===== src/include/bstx_map.svh =====
// Purpose: field positions, reset values and timing counts of the exec block
// Assumes: included by bare name from design files
// Notes:   definitions only
`ifndef BSTX_MAP_SVH
`define BSTX_MAP_SVH

// reset values of held state
`define BSTX_ACC_RST      8'h00
`define BSTX_TABLE_HIGH_BYTE_RST     8'h00
`define BSTX_ZERO_RST     1'b0
// program word byte fields
`define BSTX_PW_LO_MSB    7
`define BSTX_PW_LO_LSB    0
`define BSTX_PW_HI_MSB    15
`define BSTX_PW_HI_LSB    8
// cycles a taken skip occupies, counting the execute cycle
`define BSTX_SKIP_CYCLES  2

`endif


===== src/include/bstx_pkg.sv =====
// Purpose: types shared by the exec block files
// Assumes: nothing imported; users write bstx_pkg::name
// Notes:   codes are binary and fixed so the bench can drive op_in directly
package bstx_pkg;

	// instruction codes presented on op_in
	typedef enum logic [2:0] {
		BSTX_OP_SKIP_BIT  = 3'h0, // skip_if_bit_zero
		BSTX_OP_SKIP_MOVE = 3'h1, // skip_if_zero_move_to_acc
		BSTX_OP_TRD_CUR   = 3'h2, // table_read_current_page
		BSTX_OP_TRD_LAST  = 3'h3, // table_read_last_page
		BSTX_OP_XOR_ACC   = 3'h4, // accumulator ^= memory
		BSTX_OP_XOR_MEM   = 3'h5, // xor_into_memory
		BSTX_OP_XOR_IMM   = 3'h6  // accumulator ^= immediate
	} bstx_op_e;

	// sequencer states
	typedef enum logic [1:0] {
		BSTX_ST_IDLE  = 2'h0,
		BSTX_ST_OPER  = 2'h1,
		BSTX_ST_TABLE = 2'h2,
		BSTX_ST_DUMMY = 2'h3
	} bstx_state_e;

endpackage


===== src/hw/bstx_data_ram.sv =====
// Purpose: data memory of the core, one write port and one registered read port
// Assumes: single clock, write and read in the same cycle return the old word
// Notes:   contents are not reset; software must initialise what it reads
module bstx_data_ram #(
	parameter int AW = 8,
	parameter int DW = 8
) (
	// clock
	input  wire logic          clk_in,
	// write port
	input  wire logic          wr_en_in,
	input  wire logic [AW-1:0] wr_addr_in,
	input  wire logic [DW-1:0] wr_data_in,
	// read port
	input  wire logic [AW-1:0] rd_addr_in,
	output logic      [DW-1:0] rd_data_out
);

	// storage array
	logic [DW-1:0] mem_reg [0:(1<<AW)-1];
	// read data register
	logic [DW-1:0] rd_data_reg;

	// write and registered read, no reset so it maps onto block ram
	always_ff @(posedge clk_in) begin
		if (wr_en_in) begin
			mem_reg[wr_addr_in] <= wr_data_in;
		end
		rd_data_reg <= mem_reg[rd_addr_in];
	end

	assign rd_data_out = rd_data_reg;

endmodule


===== src/hw/bstx_exec.sv =====
// Purpose: executes bit-skip, table-read and xor instructions of an 8-bit core
// Assumes: program memory returns the word one clock after pmem_addr_out changes
// Notes:   one instruction at a time; next accepted only while ready_out is high
`include "bstx_map.svh"

// What this block does
// - skip next instruction when tested bit zero
// - taken bit skip lasts two cycles
// - tested bit one continues without skip
// - current page table word low byte to memory
// - high byte to table high, flags untouched
// - last page table read, same byte routing
// - accumulator xor memory into accumulator, zero flag
// - xor result into memory, accumulator kept
// - accumulator xor immediate into accumulator
// - move byte to accumulator, skip if zero
module bstx_exec #(
	parameter int DM_AW = 8,  // data memory address width
	parameter int PG_W  = 3,  // program page number width
	parameter int PW    = 16  // program word width
) (
	// clock and reset
	input  wire logic              clk_in,
	input  wire logic              reset_in,
	// decoded instruction
	input  wire logic              instr_valid_in,
	input  wire logic [2:0]        op_in,
	input  wire logic [DM_AW-1:0]  mem_addr_in,
	input  wire logic [2:0]        bit_sel_in,
	input  wire logic [7:0]        imm_in,
	// core context
	input  wire logic [PG_W-1:0]   cur_page_in,
	input  wire logic [7:0]        table_pointer_in,
	// data memory preload from the core
	input  wire logic              dm_wr_in,
	input  wire logic [DM_AW-1:0]  dm_addr_in,
	input  wire logic [7:0]        dm_data_in,
	// program memory read port
	output logic [PG_W+7:0]        pmem_addr_out,
	input  wire logic [PW-1:0]     pmem_data_in,
	// status toward the core
	output logic                   ready_out,
	output logic                   done_out,
	output logic                   skip_next_out,
	output logic [7:0]             accumulator_out,
	output logic                   zero_flag_out,
	output logic [7:0]             table_high_byte_out
);

	// sequencer state
	bstx_pkg::bstx_state_e state_reg, state_next;
	// latched instruction fields
	bstx_pkg::bstx_op_e    op_reg, op_next;
	logic [DM_AW-1:0]      addr_reg, addr_next;
	logic [2:0]            bit_reg, bit_next;
	logic [7:0]            imm_reg, imm_next;
	// architectural state kept here
	logic [7:0]            acc_reg, acc_next;
	logic                  zero_reg, zero_next;
	logic [7:0]            table_high_byte_reg, table_high_byte_next;
	// registered outputs
	logic [PG_W+7:0]       paddr_reg, paddr_next;
	logic                  ready_reg, ready_next;
	logic                  done_reg, done_next;
	logic                  skip_reg, skip_next;
	// data memory ports
	logic                  ram_we;
	logic [DM_AW-1:0]      ram_waddr;
	logic [7:0]            ram_wdata;
	logic [DM_AW-1:0]      ram_raddr;
	logic [7:0]            ram_rdata;
	// helpers
	logic                  accept;
	logic [7:0]            xor_mem;
	logic [7:0]            xor_imm;

	// handshake: one instruction in flight
	assign accept  = instr_valid_in && ready_reg;
	assign xor_mem = acc_reg ^ ram_rdata;
	assign xor_imm = acc_reg ^ imm_reg;

	// data memory of the core
	bstx_data_ram #(
		.AW (DM_AW),
		.DW (8)
	) u_ram (
		.clk_in      (clk_in),
		.wr_en_in    (ram_we),
		.wr_addr_in  (ram_waddr),
		.wr_data_in  (ram_wdata),
		.rd_addr_in  (ram_raddr),
		.rd_data_out (ram_rdata)
	);

	// next-state and datapath computation
	always_comb begin
		state_next = state_reg;
		op_next    = op_reg;
		addr_next  = addr_reg;
		bit_next   = bit_reg;
		imm_next   = imm_reg;
		acc_next   = acc_reg;
		zero_next  = zero_reg;
		table_high_byte_next  = table_high_byte_reg;
		paddr_next = paddr_reg;
		done_next  = 1'b0;
		skip_next  = 1'b0;
		ram_we     = 1'b0;
		ram_waddr  = dm_addr_in;
		ram_wdata  = dm_data_in;
		// read address follows the incoming instruction so data is ready next cycle
		ram_raddr  = accept ? mem_addr_in : addr_reg;
		case (state_reg)
			bstx_pkg::BSTX_ST_IDLE: begin
				// core preload only while nothing executes, avoids a port clash
				ram_we = dm_wr_in;
				if (accept) begin
					op_next    = bstx_pkg::bstx_op_e'(op_in);
					addr_next  = mem_addr_in;
					bit_next   = bit_sel_in;
					imm_next   = imm_in;
					state_next = bstx_pkg::BSTX_ST_OPER;
					if (op_in == bstx_pkg::BSTX_OP_TRD_CUR) begin
						paddr_next = {cur_page_in, table_pointer_in};
					end
					else if (op_in == bstx_pkg::BSTX_OP_TRD_LAST) begin
						paddr_next = {{PG_W{1'b1}}, table_pointer_in};
					end
				end
			end
			bstx_pkg::BSTX_ST_OPER: begin
				state_next = bstx_pkg::BSTX_ST_IDLE;
				done_next  = 1'b1;
				case (op_reg)
					bstx_pkg::BSTX_OP_SKIP_BIT: begin
						if (!ram_rdata[bit_reg]) begin
							state_next = bstx_pkg::BSTX_ST_DUMMY;
							done_next  = 1'b0;
							skip_next  = 1'b1;
						end
						// bit one: plain completion, no skip
					end
					bstx_pkg::BSTX_OP_SKIP_MOVE: begin
						acc_next = ram_rdata;
						if (ram_rdata == 8'h00) begin
							state_next = bstx_pkg::BSTX_ST_DUMMY;
							done_next  = 1'b0;
							skip_next  = 1'b1;
						end
					end
					bstx_pkg::BSTX_OP_TRD_CUR,
					bstx_pkg::BSTX_OP_TRD_LAST: begin
						// word arrives one cycle after the address
						state_next = bstx_pkg::BSTX_ST_TABLE;
						done_next  = 1'b0;
					end
					bstx_pkg::BSTX_OP_XOR_ACC: begin
						acc_next  = xor_mem;
						zero_next = (xor_mem == 8'h00);
					end
					bstx_pkg::BSTX_OP_XOR_MEM: begin
						ram_we    = 1'b1;
						ram_waddr = addr_reg;
						ram_wdata = xor_mem;
						zero_next = (xor_mem == 8'h00);
					end
					bstx_pkg::BSTX_OP_XOR_IMM: begin
						acc_next  = xor_imm;
						zero_next = (xor_imm == 8'h00);
					end
					default: begin
						// unknown code completes as a no-op
					end
				endcase
			end
			bstx_pkg::BSTX_ST_TABLE: begin
				ram_we     = 1'b1;
				ram_waddr  = addr_reg;
				ram_wdata  = pmem_data_in[`BSTX_PW_LO_MSB:`BSTX_PW_LO_LSB];
				table_high_byte_next  = pmem_data_in[`BSTX_PW_HI_MSB:`BSTX_PW_HI_LSB];
				done_next  = 1'b1;
				state_next = bstx_pkg::BSTX_ST_IDLE;
			end
			bstx_pkg::BSTX_ST_DUMMY: begin
				done_next  = 1'b1;
				state_next = bstx_pkg::BSTX_ST_IDLE;
			end
			default: begin
				state_next = bstx_pkg::BSTX_ST_IDLE;
			end
		endcase
		// ready is registered so the core sees it a cycle ahead of acceptance
		ready_next = (state_next == bstx_pkg::BSTX_ST_IDLE) && !accept;
	end

	// state registers
	always_ff @(posedge clk_in or posedge reset_in) begin
		if (reset_in) begin
			state_reg <= bstx_pkg::BSTX_ST_IDLE;
			op_reg    <= bstx_pkg::BSTX_OP_SKIP_BIT;
			addr_reg  <= '0;
			bit_reg   <= 3'h0;
			imm_reg   <= 8'h00;
			acc_reg   <= `BSTX_ACC_RST;
			zero_reg  <= `BSTX_ZERO_RST;
			table_high_byte_reg  <= `BSTX_TABLE_HIGH_BYTE_RST;
			paddr_reg <= '0;
			ready_reg <= 1'b0;
			done_reg  <= 1'b0;
			skip_reg  <= 1'b0;
		end else begin
			state_reg <= state_next;
			op_reg    <= op_next;
			addr_reg  <= addr_next;
			bit_reg   <= bit_next;
			imm_reg   <= imm_next;
			acc_reg   <= acc_next;
			zero_reg  <= zero_next;
			table_high_byte_reg  <= table_high_byte_next;
			paddr_reg <= paddr_next;
			ready_reg <= ready_next;
			done_reg  <= done_next;
			skip_reg  <= skip_next;
		end
	end

	// outputs straight from flip-flops
	assign pmem_addr_out       = paddr_reg;
	assign ready_out           = ready_reg;
	assign done_out            = done_reg;
	assign skip_next_out       = skip_reg;
	assign accumulator_out     = acc_reg;
	assign zero_flag_out       = zero_reg;
	assign table_high_byte_out = table_high_byte_reg;

endmodule


===== config.mk =====
export PLATFORM = sky130hd
export DESIGN_NAME = bstx_exec
export DESIGN_NICKNAME = d
export VERILOG_FILES = /design/src/include/bstx_pkg.sv /design/src/hw/bstx_data_ram.sv /design/src/hw/bstx_exec.sv
export VERILOG_INCLUDE_DIRS = /design/src /design/src/include
export SDC_FILE = /design/constraint.sdc
export NUM_CORES = 2
export LEC_CHECK = 0
export BUFFER_PORTS_ARGS = -buffer_cell sky130_fd_sc_hd__clkbuf_2
export CAP_MARGIN = 40
export CORE_MARGIN = 2
export CORE_UTILIZATION = 35
export CTS_CLUSTER_DIAMETER = 40
export DETAILED_ROUTE_END_ITERATION = 8
export MAX_ROUTING_LAYER = met4
export PLACE_DENSITY = 0.45
export SKIP_LAST_GASP = 1
export SLEW_MARGIN = 20
export SYNTH_ARGS = -nofsm -noshare
export SYNTH_HDL_FRONTEND = slang
export SYNTH_SLANG_ARGS = --single-unit
export TNS_END_PERCENT = 50

===== constraint.sdc =====
create_clock -name clk_in -period 7.4 [get_ports clk_in]
set_input_delay 1.48 -clock clk_in [delete_from_list [all_inputs] [get_ports clk_in]]
set_output_delay 1.48 -clock clk_in [all_outputs]
set_load 0.01 [all_outputs]

==> metrics.cfg <==
[run_status]
status=complete, no violations

[timing]
worstMarginPinSlew_ns=1.07
min_period_ns=4.86
rsz0062_at_grt=false
fin_skew_ns=0.0918
drv_slew=0
period_share_pct=65.7
fin_setup_tns_ns=0
setup_viol=0
max_freq_mhz=206
maxSlewHeadroom_pct=28.8
finalHoldViolations=0

[setup_path]
cp_common_cell=buf_4
slowest_delay_ns=0.71
path_delay_family=compound AO/OA/AOI/OAI gates
cp_num_buf_inv=2
cp_slowest_cell=dfrtp_1
path_depth=10
criticalPathCategory=register to register
reg2reg_depth=10
end_kind=register
start_kind=register
worstPathArrival_ns=5.62
critical_path.cell_chain=nand2_1, nor3b_1, a31o_4, buf_4, buf_4, a222oi_1, a31oi_1, o21ai_0, a211oi_1, nor4_1
path_max_fanout=35
worst-endpoint-required_ns=8.16

[logic_synthesis]
syn-num-nets=5332
netlist_top_cells_area=edfxtp_1, mux2i_1, nand2_1, mux4_2, dfrtp_1
yosysMostFrequentCell=edfxtp_1
synthCells=5259
async_flop_share_pct=2.61
synth_top_area_share_pct=73.6
synth_ff_type=edfxtp_1
synth_edf_count=2048
synthTopCellsByCount=edfxtp_1, nand2_1, mux2i_1
synth_cell_type_count=70
yosysTopAreaCell=edfxtp_1
ys_ff_latch=2111
netlist_area_sq_um=83600
ys_warn_count=0
synth-seq-area-share_pct=75.4
avgSynthCellArea_sq_um=15.9

[clocking]
cts_root_buf=clkbuf_16
cts-root-to-sink-buffers=4
clkTransAtPathRegs_ns=0.05
cts_sinks=2111
postCtsSetupBuffers=0
clkLatencyLatePin_ns=0.97
htreeDepth=5
cts_resized=0
cts_buffers=352
cts_tree=built
postCtsHoldBufs=0

[final_layout]
drive_above_1_share_pct=18.8
largest_register_ff_count=2048
fin_nets=5715
syn2layout_area_growth_pct=20.4
n_fill_cell=21200

[power_and_ir_drop]
power.total_mw=46.1
ir_drop_uv=516
power_density_nw_per_um2=458
p_leak_nw=34.2

[job]
cap_violations=0

[drt]
drc=0
first_iter_violations=5273
via_per_inst=5.42
drtAntennaViolNets=0
finalWirelength_mm=260
first_pass_iters=6
post_drt_wl_per_cell_um=28.7
num_vias=49200

[global_route]
grt_start_max_net_pins=197
grt_pass1_vias=48200
gr-total-overflow=0
grt_pass1_wl_mm=368
antenna_found_initial=15
track_usage_pct=21.7

[die]
boundaryPins=100
initial_utilization_pct=35.2
fp.dieArea_sq_um=243000
num_rows=179
die_x_um=493
die_h_um=493
core-area_sq_um=238000

[place]
routabilityCongestion=0.845
portBuffers=99
place.detailed.hpwl_mm=158

[hold_path]
hold_depth=1
hp-class=register to register

-- kinds of logic (layout without fill, tap and decap cells) --
kind of cell,after synthesis,in the layout,synth area share (%)
DFF,2111,2111,75.4
and+or+nand+nor,1427,1427,7.30
AOI/OAI and AO/OA,724,724,5.97
muxes,624,624,8.89
buffers and inverters,353,1003,2.19
xor gates and xnor gates,16,16,0.168
adders and majority gates,4,4,0.0599
other,0,7,0
-- where the power goes --
part | leakage [nW] | switching [mW] | internal (mW) | total, mW
sequential | 19.3 | 0.343 | 15.6 | 15.9
combinational | 9.33 | 10.3 | 3.87 | 14.2
clock | 5.55 | 5.82 | 10.2 | 16.0
-- area by class of cell --
| type | count | area (sq um) | share of cell area (%) |
|---|---|---|---|
| multi-input combinational | 2795 | 18900 | 18.8 |
| antenna | 7 | 17.5 | 0.0174 |
| timing repair buffer | 365 | 3040 | 3.02 |
| tap | 3167 | 3960 | 3.94 |
| sequential | 2111 | 63000 | 62.7 |
| inverter | 17 | 63.8 | 0.0634 |
| clock inverter | 232 | 2520 | 2.50 |
| clock buffer | 389 | 9030 | 8.98 |
-- worst paths after layout --
check	start	end	slack [ns]
max in group asynchronous	reset_in	addr_reg[3]	6.35
max reg2reg	ready_out	u_ram.rd_data_out[7]	2.54
min	table_high_byte_out[1]	table_high_byte_out[1]	0.51
min reg2reg	table_high_byte_out[1]	table_high_byte_out[1]	0.51
max	ready_out	u_ram.rd_data_out[7]	2.54
min in group asynchronous	reset_in	pmem_addr_out[7]	0.52
-- per-layer routing --
metal	routed length (um)	track usage (%)	part of all wire, %	vias to the layer above
met5	0	-	0	-
met4	5680	5.42	2.2	0
met3	16800	3.71	6.4	345
met2	122000	33.0	47	1764
met1	116000	30.2	45	25700
li1	-	-	-	21400
-- through the flow --
| stage | setup WS, ns | hold WS (ns) | instances | instance area [sq um] | util (%) |
|---|---|---|---|---|---|
| global placement | 1.44 | 0.488 | 8298 | 87600 | 36.9 |
| detailed placement | 1.59 | 0.499 | 8377 | 88400 | 37.2 |
| CTS | 2.51 | 0.512 | 8998 | 99900 | 42.1 |
| global route | 2.35 | 0.503 | 9081 | 101000 | 42.3 |
| finish | 2.54 | 0.505 | 9083 | 101000 | 42.3 |
| floorplan | 1.67 | 0.483 | 5259 | 83600 | - |
-- layout by cell type, fill, tap and decap left out, types with 14 or more instances in the layout --
cell        synthesis  layout
edfxtp_1         2048    2048
nand2_1           736     729
mux2i_1           495     495
clkbuf_16           0     356
nor2_1            324     321
buf_4              34     211
nand3_1           175     175
o22ai_1           146     146
a21oi_1           115     115
a31oi_1           105     104
clkbuf_2            0     100
mux4_2             91      91
nand4_1            81      81
o21ai_0            75      74
a32oi_1            63      63
dfrtp_1            55      55
a222oi_1           53      53
a211oi_1           49      49
inv_6               0      39
clkinv_1            0      39
clkinvlp_4          0      39
mux2_2             38      38
bufinv_16           0      38
clkinv_2            0      38
clkbuf_1          143      33
buf_12              3      31
clkinv_4            0      26
a22o_1             30      22
a22oi_1            19      19
nor4_1             19      17
o221ai_1           17      17
or2_2              17      17
inv_1              17      16
or3_1              16      16
nor3_1             14      14
(Power assumes the default switching activity.)
